==> src/rse_defs.svh <==
// Constants for the remote status and event logic.
// Assumes a single 100 MHz device clock.
`ifndef RSE_DEFS_SVH
`define RSE_DEFS_SVH

// ****************************************
// Field positions
// ****************************************
`define RSE_CRA_CC_BIT      1
`define RSE_ESR_CME_BIT     5
`define RSE_ERB_SELF_TEST_ERROR_BIT_BIT    2
`define RSE_STB_ERB_BIT     2
`define RSE_STB_ERA_BIT     3
`define RSE_STB_MAV_BIT     4
`define RSE_STB_ESR_BIT     5
`define RSE_STB_MSS_BIT     6

// ****************************************
// Reset values and ranges
// ****************************************
`define RSE_ADDR_RST        5'h00
`define RSE_ADDR_MAX        5'h1E
`define RSE_ADDR_UNL        5'h1F
`define RSE_DELAY_RST       14'h0000
`define RSE_DELAY_MAX       14'h270F
`define RSE_ENA_RST         8'h00

// ****************************************
// Timing
// ****************************************
`define RSE_CLK_HZ          100000000
`define RSE_TEST_TIME_S     6
`define RSE_STEP_TIME_MS    10
`define RSE_TEST_CYCLES     (`RSE_TEST_TIME_S * `RSE_CLK_HZ)
`define RSE_STEP_CYCLES     ((`RSE_STEP_TIME_MS * `RSE_CLK_HZ) / 1000)

`endif

==> src/rse_pkg.sv <==
// Types shared by the remote status and event logic.
// Assumes the command parser upstream delivers decoded commands.
package rse_pkg;

	typedef enum logic [3:0] {
		RSE_OP_TST      = 4'h0,
		RSE_OP_ADDRESS  = 4'h1,
		RSE_OP_CRA_Q    = 4'h2,
		RSE_OP_ERA_Q    = 4'h3,
		RSE_OP_ERB_Q    = 4'h4,
		RSE_OP_ESR_Q    = 4'h5,
		RSE_OP_ERAE     = 4'h6,
		RSE_OP_ERBE     = 4'h7,
		RSE_OP_ESE      = 4'h8,
		RSE_OP_SRE      = 4'h9,
		RSE_OP_CLS      = 4'hA,
		RSE_OP_DELAY    = 4'hB,
		RSE_OP_DISPLAY  = 4'hC,
		RSE_OP_BAD      = 4'hF
	} rse_op_t;

	typedef struct packed {
		rse_op_t     op;
		logic [13:0] arg;
		logic [4:0]  sub_addr;
	} rse_cmd_t;

	typedef struct packed {
		logic [1:0]  len;
		logic [23:0] chars;
	} rse_resp_t;

	typedef enum logic [1:0] {
		RSE_TST_IDLE = 2'b01,
		RSE_TST_RUN  = 2'b10
	} rse_tst_state_t;

endpackage

==> src/rse_status_top.sv <==
// Remote status, event and control logic of a programmable supply.
// Assumes a parser delivering decoded commands on the device clock.
`include "rse_defs.svh"

module rse_status_top #(
	parameter int unsigned TEST_CYCLES = `RSE_TEST_CYCLES,
	parameter int unsigned STEP_CYCLES = `RSE_STEP_CYCLES
) (
	// Clock and reset
	input  wire logic              ref_clk_i,
	input  wire logic              nrst_i,
	// Decoded commands
	input  wire logic              cmd_valid_i,
	input  wire rse_pkg::rse_cmd_t cmd_i,
	output logic                   cmd_ready_o,
	input  wire logic              dcl_i,
	// Output buffer
	output rse_pkg::rse_resp_t     resp_o,
	input  wire logic              resp_rd_i,
	// Serial poll
	output logic [7:0]             stb_o,
	output logic                   srq_o,
	// Device function pins
	input  wire logic [7:0]        cond_i,
	input  wire logic [7:0]        erb_src_i,
	input  wire logic [7:0]        esr_src_i,
	input  wire logic              test_fail_i,
	input  wire logic              remote_i,
	input  wire logic              ocp_enable_i,
	// Control outputs
	output logic [4:0]             address_o,
	output logic                   unlisten_o,
	output logic                   panel_lock_o,
	output logic                   display_refresh_o,
	output logic                   output_off_o
);

	// ****************************************
	// Reset and input synchronisers
	// ****************************************
	logic [1:0]  rst_sync_q;
	logic        rst_n;
	logic [7:0]  cond_m_q, cond_s_q, erb_m_q, erb_s_q, esr_m_q, esr_s_q;

	always_ff @(posedge ref_clk_i or negedge nrst_i) begin
		if (!nrst_i) begin
			rst_sync_q <= 2'h0;
		end else begin
			rst_sync_q <= {rst_sync_q[0], 1'b1};
		end
	end
	assign rst_n = rst_sync_q[1];

	always_ff @(posedge ref_clk_i or negedge rst_n) begin
		if (!rst_n) begin
			cond_m_q <= 8'h00;
			cond_s_q <= 8'h00;
			erb_m_q  <= 8'h00;
			erb_s_q  <= 8'h00;
			esr_m_q  <= 8'h00;
			esr_s_q  <= 8'h00;
		end else begin
			cond_m_q <= cond_i;
			cond_s_q <= cond_m_q;
			erb_m_q  <= erb_src_i;
			erb_s_q  <= erb_m_q;
			esr_m_q  <= esr_src_i;
			esr_s_q  <= esr_m_q;
		end
	end

	// ****************************************
	// Event registers
	// ****************************************
	logic [7:0] live_condition_a;
	logic [7:0] era_val, erb_val, esr_val;
	logic       era_sum, erb_sum, esr_sum;
	logic [7:0] erb_src, esr_src;
	logic       fail_pulse_q, cme_pulse_q;
	logic       rd_era, rd_erb, rd_esr, cls;
	logic [7:0] erae_q, erbe_q, ese_q, sre_q;

	// Read-only view, no write path exists
	assign live_condition_a = cond_s_q;

	always_comb begin
		erb_src = erb_s_q;
		erb_src[`RSE_ERB_SELF_TEST_ERROR_BIT_BIT] = erb_s_q[`RSE_ERB_SELF_TEST_ERROR_BIT_BIT] | fail_pulse_q;
		esr_src = esr_s_q;
		esr_src[`RSE_ESR_CME_BIT] = esr_s_q[`RSE_ESR_CME_BIT] | cme_pulse_q;
	end

	rse_event_reg #(.W(8)) u_event_register_a (
		.clk_i    (ref_clk_i),
		.rst_n_i  (rst_n),
		.src_i    (live_condition_a),
		.rd_clr_i (rd_era),
		.clr_i    (cls),
		.ena_i    (erae_q),
		.val_o    (era_val),
		.sum_o    (era_sum)
	);

	rse_event_reg #(.W(8)) u_event_register_b (
		.clk_i    (ref_clk_i),
		.rst_n_i  (rst_n),
		.src_i    (erb_src),
		.rd_clr_i (rd_erb),
		.clr_i    (cls),
		.ena_i    (erbe_q),
		.val_o    (erb_val),
		.sum_o    (erb_sum)
	);

	rse_event_reg #(.W(8)) u_standard_event_register (
		.clk_i    (ref_clk_i),
		.rst_n_i  (rst_n),
		.src_i    (esr_src),
		.rd_clr_i (rd_esr),
		.clr_i    (cls),
		.ena_i    (ese_q),
		.val_o    (esr_val),
		.sum_o    (esr_sum)
	);

	// ****************************************
	// Command handling and self-test
	// ****************************************
	rse_pkg::rse_tst_state_t tst_q, tst_d;
	logic [31:0]        tcnt_q, tcnt_d;
	rse_pkg::rse_resp_t resp_q, resp_d;
	logic               mav_q, mav_d;
	logic [4:0]         addr_q, addr_d;
	logic [13:0]        delay_q, delay_d;
	logic               disp_q, disp_d, remote_q;
	logic [7:0]         erae_d, erbe_d, ese_d, sre_d;
	logic               fail_pulse_d, cme_pulse_d, test_done;
	logic               take;
	logic [7:0]         qval;

	function automatic logic [23:0] to_dec(input logic [7:0] v);
		logic [7:0] h, t, o;
		h = v / 8'h64;
		t = (v % 8'h64) / 8'h0A;
		o = v % 8'h0A;
		return {h + 8'h30, t + 8'h30, o + 8'h30};
	endfunction

	// Busy refuses data so a string never lands mid-test
	assign cmd_ready_o = (tst_q == rse_pkg::RSE_TST_IDLE);
	assign take        = cmd_valid_i && cmd_ready_o;
	assign test_done   = (tst_q == rse_pkg::RSE_TST_RUN) && (tcnt_q == 32'h0000_0000);
	assign rd_era      = take && (cmd_i.op == rse_pkg::RSE_OP_ERA_Q);
	assign rd_erb      = take && (cmd_i.op == rse_pkg::RSE_OP_ERB_Q);
	assign rd_esr      = take && (cmd_i.op == rse_pkg::RSE_OP_ESR_Q);
	assign cls         = take && (cmd_i.op == rse_pkg::RSE_OP_CLS);

	always_comb begin
		tst_d        = tst_q;
		tcnt_d       = tcnt_q;
		resp_d       = resp_q;
		mav_d        = mav_q;
		addr_d       = addr_q;
		delay_d      = delay_q;
		disp_d       = disp_q;
		erae_d       = erae_q;
		erbe_d       = erbe_q;
		ese_d        = ese_q;
		sre_d        = sre_q;
		fail_pulse_d = 1'b0;
		cme_pulse_d  = 1'b0;
		qval         = 8'h00;
		if (resp_rd_i) begin
			mav_d = 1'b0;
		end
		case (tst_q)
			rse_pkg::RSE_TST_RUN: begin
				tcnt_d = tcnt_q - 32'h0000_0001;
				if (test_done) begin
					tst_d        = rse_pkg::RSE_TST_IDLE;
					resp_d.len   = 2'h1;
					resp_d.chars = {16'h0000, test_fail_i ? 8'h31 : 8'h30};
					mav_d        = 1'b1;
					fail_pulse_d = test_fail_i;
				end
			end
			default: begin
				tst_d = rse_pkg::RSE_TST_IDLE;
			end
		endcase
		if (take) begin
			case (cmd_i.op)
				rse_pkg::RSE_OP_TST: begin
					tst_d  = rse_pkg::RSE_TST_RUN;
					tcnt_d = TEST_CYCLES - 32'h0000_0001;
				end
				rse_pkg::RSE_OP_ADDRESS: begin
					// Sub-address field is never looked at
					if (cmd_i.arg <= 14'(`RSE_ADDR_UNL)) begin
						addr_d = cmd_i.arg[4:0];
					end else begin
						cme_pulse_d = 1'b1;
					end
				end
				rse_pkg::RSE_OP_CRA_Q: qval = live_condition_a;
				rse_pkg::RSE_OP_ERA_Q: qval = era_val;
				rse_pkg::RSE_OP_ERB_Q: qval = erb_val;
				rse_pkg::RSE_OP_ESR_Q: qval = esr_val;
				rse_pkg::RSE_OP_ERAE:  erae_d = cmd_i.arg[7:0];
				rse_pkg::RSE_OP_ERBE:  erbe_d = cmd_i.arg[7:0];
				rse_pkg::RSE_OP_ESE:   ese_d = cmd_i.arg[7:0];
				rse_pkg::RSE_OP_SRE:   sre_d = cmd_i.arg[7:0];
				rse_pkg::RSE_OP_CLS: begin
				end
				rse_pkg::RSE_OP_DELAY: begin
					if (cmd_i.arg <= `RSE_DELAY_MAX) begin
						delay_d = cmd_i.arg;
					end else begin
						cme_pulse_d = 1'b1;
					end
				end
				rse_pkg::RSE_OP_DISPLAY: disp_d = cmd_i.arg[0];
				default: cme_pulse_d = 1'b1;
			endcase
			if (cmd_i.op inside {rse_pkg::RSE_OP_CRA_Q, rse_pkg::RSE_OP_ERA_Q,
					rse_pkg::RSE_OP_ERB_Q, rse_pkg::RSE_OP_ESR_Q}) begin
				resp_d.len   = 2'h3;
				resp_d.chars = to_dec(qval);
				mav_d        = 1'b1;
			end
		end
		if (remote_q && !remote_i) begin
			disp_d = 1'b1;
		end
		if (dcl_i) begin
			// Only buffers and the lockout go; registers are untouched
			tst_d  = rse_pkg::RSE_TST_IDLE;
			mav_d  = 1'b0;
			resp_d = '0;
		end
	end

	always_ff @(posedge ref_clk_i or negedge rst_n) begin
		if (!rst_n) begin
			tst_q        <= rse_pkg::RSE_TST_IDLE;
			tcnt_q       <= 32'h0000_0000;
			resp_q       <= '0;
			mav_q        <= 1'b0;
			addr_q       <= `RSE_ADDR_RST;
			delay_q      <= `RSE_DELAY_RST;
			disp_q       <= 1'b1;
			remote_q     <= 1'b0;
			erae_q       <= `RSE_ENA_RST;
			erbe_q       <= `RSE_ENA_RST;
			ese_q        <= `RSE_ENA_RST;
			sre_q        <= `RSE_ENA_RST;
			fail_pulse_q <= 1'b0;
			cme_pulse_q  <= 1'b0;
		end else begin
			tst_q        <= tst_d;
			tcnt_q       <= tcnt_d;
			resp_q       <= resp_d;
			mav_q        <= mav_d;
			addr_q       <= addr_d;
			delay_q      <= delay_d;
			disp_q       <= disp_d;
			remote_q     <= remote_i;
			erae_q       <= erae_d;
			erbe_q       <= erbe_d;
			ese_q        <= ese_d;
			sre_q        <= sre_d;
			fail_pulse_q <= fail_pulse_d;
			cme_pulse_q  <= cme_pulse_d;
		end
	end

	// ****************************************
	// Overcurrent switch-off delay
	// ****************************************
	logic [31:0] step_q, step_d;
	logic [13:0] ocnt_q, ocnt_d;
	logic        off_q, off_d;
	logic        cc_s;

	assign cc_s = live_condition_a[`RSE_CRA_CC_BIT];

	always_comb begin
		step_d = step_q;
		ocnt_d = ocnt_q;
		off_d  = 1'b0;
		if (!cc_s || !ocp_enable_i) begin
			step_d = 32'h0000_0000;
			ocnt_d = 14'h0000;
		end else if (ocnt_q >= delay_q) begin
			off_d  = 1'b1;
		end else if (step_q == STEP_CYCLES - 32'h0000_0001) begin
			step_d = 32'h0000_0000;
			ocnt_d = ocnt_q + 14'h0001;
		end else begin
			step_d = step_q + 32'h0000_0001;
		end
	end

	always_ff @(posedge ref_clk_i or negedge rst_n) begin
		if (!rst_n) begin
			step_q <= 32'h0000_0000;
			ocnt_q <= 14'h0000;
			off_q  <= 1'b0;
		end else begin
			step_q <= step_d;
			ocnt_q <= ocnt_d;
			off_q  <= off_d;
		end
	end

	// ****************************************
	// Status byte and outputs
	// ****************************************
	// Poll is a pure read of flops, so it cannot touch the test
	always_comb begin
		stb_o = 8'h00;
		stb_o[`RSE_STB_ERB_BIT] = erb_sum;
		stb_o[`RSE_STB_ERA_BIT] = era_sum;
		stb_o[`RSE_STB_MAV_BIT] = mav_q;
		stb_o[`RSE_STB_ESR_BIT] = esr_sum;
		stb_o[`RSE_STB_MSS_BIT] = |(stb_o[5:2] & sre_q[5:2]);
	end

	assign srq_o             = stb_o[`RSE_STB_MSS_BIT];
	assign resp_o            = resp_q;
	assign address_o         = addr_q;
	assign unlisten_o        = (addr_q == `RSE_ADDR_UNL);
	assign panel_lock_o      = (tst_q == rse_pkg::RSE_TST_RUN);
	assign display_refresh_o = disp_q || !remote_i;
	assign output_off_o      = off_q;
endmodule // rse_status_top

==> src/rse_event_reg.sv <==
// One edge-latched event register with its enable mask summary.
// Assumes sources are already in the device clock domain.
module rse_event_reg #(
	parameter int W = 8
) (
	// Clock and reset
	input  wire logic         clk_i,
	input  wire logic         rst_n_i,
	// Event sources and clears
	input  wire logic [W-1:0] src_i,
	input  wire logic         rd_clr_i,
	input  wire logic         clr_i,
	input  wire logic [W-1:0] ena_i,
	// State
	output logic      [W-1:0] val_o,
	output logic              sum_o
);

	logic [W-1:0] val_q, val_d;
	logic [W-1:0] prev_q;
	logic [W-1:0] rise;

	// ****************************************
	// Next state
	// ****************************************
	always_comb begin
		rise  = src_i & ~prev_q;
		val_d = val_q;
		if (rd_clr_i || clr_i) begin
			val_d = '0;
		end
		// A rising edge in the clearing cycle survives
		val_d = val_d | rise;
	end

	always_ff @(posedge clk_i or negedge rst_n_i) begin
		if (!rst_n_i) begin
			val_q  <= '0;
			prev_q <= '0;
		end else begin
			val_q  <= val_d;
			prev_q <= src_i;
		end
	end

	assign val_o = val_q;
	assign sum_o = |(val_q & ena_i);
endmodule // rse_event_reg

==> config.mk <==
export PLATFORM = sky130hd
export DESIGN_NAME = rse_status_top
export DESIGN_NICKNAME = d
export VERILOG_FILES = /design/src/rse_pkg.sv /design/src/rse_status_top.sv /design/src/rse_event_reg.sv
export VERILOG_INCLUDE_DIRS = /design/src
export SDC_FILE = /design/constraint.sdc
export NUM_CORES = 1
export LEC_CHECK = 0
export BUFFER_PORTS_ARGS = -buffer_cell sky130_fd_sc_hd__buf_2
export CORE_ASPECT_RATIO = 1.1
export CORE_MARGIN = 1.5
export CORE_UTILIZATION = 41
export CTS_CLUSTER_SIZE = 28
export DETAILED_ROUTE_END_ITERATION = 10
export HOLD_SLACK_MARGIN = 0.05
export PLACE_DENSITY = 0.68
export REMOVE_ABC_BUFFERS = 1
export SLEW_MARGIN = 15
export SYNTH_ARGS = -nofsm -noshare
export SYNTH_HDL_FRONTEND = slang
export SYNTH_HIERARCHICAL = 1
export SYNTH_SLANG_ARGS = --single-unit
==> constraint.sdc <==
create_clock -name ref_clk_i -period 21.1 [get_ports ref_clk_i]
set_clock_uncertainty 0.2 [all_clocks]
set_input_delay 4.22 -clock ref_clk_i [delete_from_list [all_inputs] [get_ports ref_clk_i]]
set_output_delay 4.22 -clock ref_clk_i [all_outputs]
set_load 0.01 [all_outputs]
# Word-level counts from Yosys, hierarchy flattened
# Cells that the tools add are included.
[op_classes] n_addsub=6 n_div=4 order_cmp=3 n_eq_ne=17 n_mux=42 n_bitwise=15 reduce_logical=34
[ops] cell="32-bit 2-to-1 mux" n=6
[ops] cell="26-bit 2-to-1 mux" n=5
[ops] cell="8-bit bitwise AND" n=6
[ops] cell="14-bit 2-to-1 mux" n=3
[ops] cell="32-bit by 1-bit adder with 32-bit output (second input constant)" n=1
[ops] cell="32-bit by 20-bit equality test with 1-bit output (second input constant)" n=1
[ops] cell="32-bit zero test" n=1
[ops] cell="8-bit 2-to-1 mux" n=4
[ops] cell="8-bit case mux with 4 select lines" n=1
[ops] cell="32-bit by 1-bit subtractor with 32-bit output (second input constant)" n=1
[ops] cell="8-bit by 6-bit adder with 8-bit output (second input constant)" n=3
[ops] cell="8-bit inverter" n=3
[ops] cell="8-bit bitwise OR" n=3
[ops] cell="8-bit OR reduction" n=3
[ops] cell="4-bit equality test (second input constant)" n=5
[ops] cell="1-bit 2-to-1 mux" n=17
[ops] cell="4-bit by 3-bit equality test with 1-bit output (second input constant)" n=4
[ops] cell="14-bit by 1-bit adder with 14-bit output (second input constant)" n=1
[ops] cell="14-bit >= comparator" n=1
[ops] cell="14-bit less-or-equal comparator (second input constant)" n=1
[ops] cell="14-bit by 5-bit less-or-equal comparator with 1-bit output (second input constant)" n=1
[ops] cell="2-bit AND reduction" n=6
[ops] cell="11-bit OR reduction" n=1
[ops] cell="2-bit 2-to-1 mux" n=5
[ops] cell="21 further kinds" n=38
[totals] reg_bits=259 input_bits=55 output_inout_bits=45 wordCells=152

# Logic depth before layout (Yosys ltp)
[depth] word_depth=9 depth_mapped=22 mapped_depth_nobuf=19

# By module
# Netlist, hierarchy kept.
[by_module_without_submodules] mod="rse_status_top" n_inst=1 cells_per_inst=1055 area_each_um2=10602.7 seq_area_each_um2=5232.5
[by_module_without_submodules] mod="rse_event_reg" n_inst=3 cells_per_inst=38 area_each_um2=549.3 seq_area_each_um2=400.4

# Worst setup path after synthesis
# No wires, ideal clock.
[synth_path] kind="in2out" start="input port remote_i" end="output port display_refresh_o" t_arrival_ns=4.314 required_ns=16.680 slack_ns=12.366 stages=1 n_path_buf=0 path_cell_list="nand2b_1"
[synth_between] elab_chain_len=2
[synth_lines] element="start: declaration" line_no="rse_status_top.sv:28" rtl="input wire logic remote_i,"
[synth_lines] element="1-bit zero test" line_no="rse_status_top.sv:334" rtl="assign display_refresh_o = disp_q || !remote_i;"
[synth_lines] element="1-bit logical OR" line_no="rse_status_top.sv:334"
[synth_lines] element="end: declaration" line_no="rse_status_top.sv:34" rtl="output logic display_refresh_o,"
# Every way passes these cells.

# Worst setup path in the final report
# Same ends and word-level chain as after synthesis.

==> summary.md <==
| Metric | Value |
|---|---|
| Final WS setup | `12.17 ns` |
| Final min period | `8.93 ns` |
| Clock Tree Buf Depth | `3` |
| Cell row count | `66` |
| Clock Latency Late Sink | `0.56 ns` |
| Gr usage total | `18.5%` |
| Iter 0 DRT Violations | `506` |
| Crit path cell chain | `buf_2, nand2b_1, buf_2` |
| Fmax | `0.112 GHz` |
| Vias in the first global route | `8759` |
| Hold WS | `0.143 ns` |
| Final Slew Violations | `0` |
| CP dominant cell by count | `buf_2` |
| Post-CTS setup buffers | `0` |
| Number of port buffers | `91` |
| Initial antenna violation count | `1` |
| Total core area | `0.0295 mm²` |
| Number of buffers inserted by hold repair at cts | `0` |
| Kind of critical path | `input port to output pin` |
| Most used DFF post-synth | `dfrtp_1` |
| RR Startpoint | `u_standard_event_register/val_o[3]$_DFF_PN0_` |
| TritonCTS Sinks | `257` |
| Levels on crit path | `3` |
| # resized after CTS | `0` |
| PD cells | `85.9 mW/mm²` |
| Status | `complete, no violations` |
| YS warnings | `6` |
| Largest net degree at the start of global routing | `85` |
| Die area | `0.0309 mm²` |
| Total number of vias | `9043` |
| Residual DRC | `0` |
| Total congestion overflow | `0` |
| Clk slew on worst S/H paths | `0.06 ns` |
| VDD IR max | `0.0574 mV` |
| RSZ-0062 raised after global routing | `no` |
| Post-synthesis cell area | `0.0123 mm²` |
| Placed standard-cell area | `0.0130 mm²` |
| H-tree depth | `1` |
| Hold endpoint | `erb_s_q[4]$_DFF_PN0_` |
| R2R Path End | `resp_o[5]$_DFF_PN0_` |
| DP Wirelength | `19600 µm` |
| DR vias/cell | `5.50` |
| Max-capacitance violation count | `0` |
| Worst Path Max Fanout | `3` |
| CP max-delay cell | `buf_2` |
| Startpoint Class | `input port` |
| Post-route insts no fill | `1643` |
| CTS tree | `done` |
| Reg2reg setup slack | `16.23 ns` |
| Drt pass-1 iters | `5` |
| Pleak | `6.11 nW` |
| Mean Syn Cell Area | `10.5 µm²` |
| Max-Slew Margin vs Limit | `31.9%` |
| Util after Layout | `47.1%` |
| Cells after Synth | `1169` |
| Die Ht | `184 µm` |
| Setup Viol. Count Final | `0` |
| CP bufs+invs | `2` |
| Crit path max-delay family | `buffers and inverters` |
| Final Hold Viols | `0` |
| Worst Reg-to-Reg Cells | `15` |
| Total power | `1.19 mW` |
| Starting Density | `41.6%` |
| I/O pins | `100` |
| Library cells used by synthesis | `93` |
| TritonCTS buffer count | `29` |
| Worst hold path type | `flop to flop` |
| Setup_tns | `0 ns` |
| Fin area | `0.0139 mm²` |
| Share of layout cells above drive strength 1 | `18.0%` |
| Net count, final | `1325` |
| Sequential area share after synthesis | `52.5%` |
| WP data arrival | `4.51 ns` |
| Worst path required time | `16.68 ns` |
| Placed Instances | `1590` |
| CTS Root Cell | `clkbuf_16` |
| Critical Path Max Stage Delay | `0.12 ns` |
| EDFF count, synth | `0` |
| Die W | `168 µm` |
| Seq cells post-synth | `257` |
| Period utilization | `42.3%` |
| Final Wtd Congestion | `0.896` |
| Final ANT Viol Nets | `0` |
| Hold wc startpoint | `erb_m_q[4]$_DFF_PN0_` |
| Pre-CTS WS | `11.81 ns` |
| DR WL/cell | `17.4 µm` |
| WHS Path Cells | `0` |
| Slew @ Worst Pin | `1.02 ns` |
| CP Capture Type | `output pin` |
| Final WL | `28500 µm` |
| Asr flop ratio synth | `100%` |
| First-pass GRT wire length | `46000 µm` |
| Area growth syn-to-layout | `13.4%` |
## how the worst max path moves through the flow
stage | start | endpoint
finish | remote_i | display_refresh_o
global route | cmd_i[21] | resp_o[5]$_DFF_PN0_
CTS | remote_i | display_refresh_o
detailed placement | cmd_i[21] | resp_o[5]$_DFF_PN0_
global placement | cmd_i[21] | resp_o[5]$_DFF_PN0_
floorplan | remote_i | display_refresh_o
## cell type report
| class | count | area (µm²) |
|---|---|---|
| Tap cell | 374 | 468 |
| Sequential cell | 257 | 6440 |
| Inverter | 58 | 218 |
| Clock inverter | 14 | 108 |
| Clock buffer | 38 | 800 |
| Multi-Input combinational cell | 803 | 5350 |
| Fill cell | 2676 | 15600 |
| Antenna cell | 1 | 2.50 |
| Timing Repair Buffer | 98 | 508 |
## power by group
part	leakage, nW	total, mW	switching, mW	internal, mW
clock network	0.441	0.474	0.205	0.269
logic	2.56	0.160	0.0952	0.0647
registers	3.12	0.559	0.0259	0.533
## cells in the final DEF, fill, tap and decap left out, types with 6 or more instances in the layout
master / netlist / routed
mux2_2: 36 / 36
nor3_1: 37 / 36
mux2i_1: 16 / 16
nand2_1: 77 / 77
xor2_1: 27 / 27
clkbuf_16: 0 / 29
nand2b_1: 16 / 16
buf_4: 10 / 7
a22oi_1: 15 / 15
or3_1: 17 / 17
nand3b_1: 7 / 7
o22ai_1: 7 / 7
a22o_1: 22 / 22
nand4_1: 23 / 23
o21ai_0: 45 / 45
a21oi_1: 43 / 43
ha_1: 23 / 23
o211ai_1: 6 / 6
o21ai_1: 9 / 9
and2_1: 7 / 7
nand3_1: 49 / 49
inv_1: 55 / 55
dfrtp_1: 255 / 254
nor2_1: 116 / 116
nor2b_1: 10 / 10
xnor2_1: 36 / 36
nor4_1: 14 / 14
o21a_1: 6 / 6
buf_2: 13 / 91
and3_1: 25 / 25
## flip-flops by register name, indices dropped and copies added, names as in the netlist, 4 cells and up
signal	flops
u_event_register_b/prev_q	8
u_event_register_a/prev_q	8
erbe_q	8
sre_q	4
erae_q	8
ese_q	8
cond_s_q	8
tcnt_q	32
resp_o	26
cond_m_q	8
address_o	5
u_standard_event_register/prev_q	8
erb_m_q	8
esr_m_q	8
esr_s_q	8
step_q	32
ocnt_q	14
erb_s_q	8
delay_q	14
u_event_register_a/val_o	8
u_standard_event_register/val_o	8
u_event_register_b/val_o	8
## worst reg2reg max path: stages, from the launching register on
cell and delay (ns):
dfrtp_1 0.39, mux2i_1 0.13, o22ai_2 0.59, inv_2 0.32
ha_1 0.31, nor2b_1 0.43, o22ai_1 0.16, a32o_1 0.29
a21oi_1 0.18, mux2i_1 0.12, or3_1 0.34, o21ai_1 0.29
inv_1 0.12, o311a_1 0.38, ha_1 0.31, a221oi_2 0.23
## synthesized netlist by cell type, drive strengths merged (3+ instances only)
cell	number	area, µm²
mux2	36	405
xor2	27	236
buf	26	159
nor3	37	185
o221a	3	33.8
mux2i	16	160
or2	6	40.0
nand2	77	289
nor4	15	109
a32oi	5	43.8
nor2	121	482
a22o	25	223
a221oi	6	71.3
inv	58	218
ha	23	288
nor2b	10	62.6
nand2b	18	128
o211ai	6	45.0
or4	6	52.6
o22ai	9	76.3
o21ai	55	279
a21oi	44	231
clkbuf	27	101
a211oi	6	60.1
and3	25	156
xnor2	36	315
and2	8	52.6
nand3b	7	52.6
a2111oi	4	41.3
dfrtp	255	6380
nand4	23	144
or3	18	118
a211o	3	26.3
o21a	6	45.0
a31oi	6	43.8
a22oi	15	113
o31ai	5	37.5
nand3	49	245
nor4b	4	47.6
## layer usage
layer	vias to the layer above	GRT usage [%]	part of all wire (%)
li1	4327	-	-
met1	4426	24.1	45
met2	224	31.3	47
met3	66	3.01	4.8
met4	0	6.49	2.8
met5	-	0	0
## kinds of logic (layout without fill, tap and decap cells)
family	Yosys count	after routing	share of synthesized area, %
other	2	5	0.0613
buffers and inverters	111	208	3.90
adders and majority gates	25	25	2.51
DFF	257	257	52.5
AOI/OAI and AO/OA	225	225	13.3
and+or+nand+nor	432	432	18.3
muxes	54	54	4.98
xor gates and xnor gates	63	63	4.50
No activity file was read; power rests on OpenSTA's default activity.
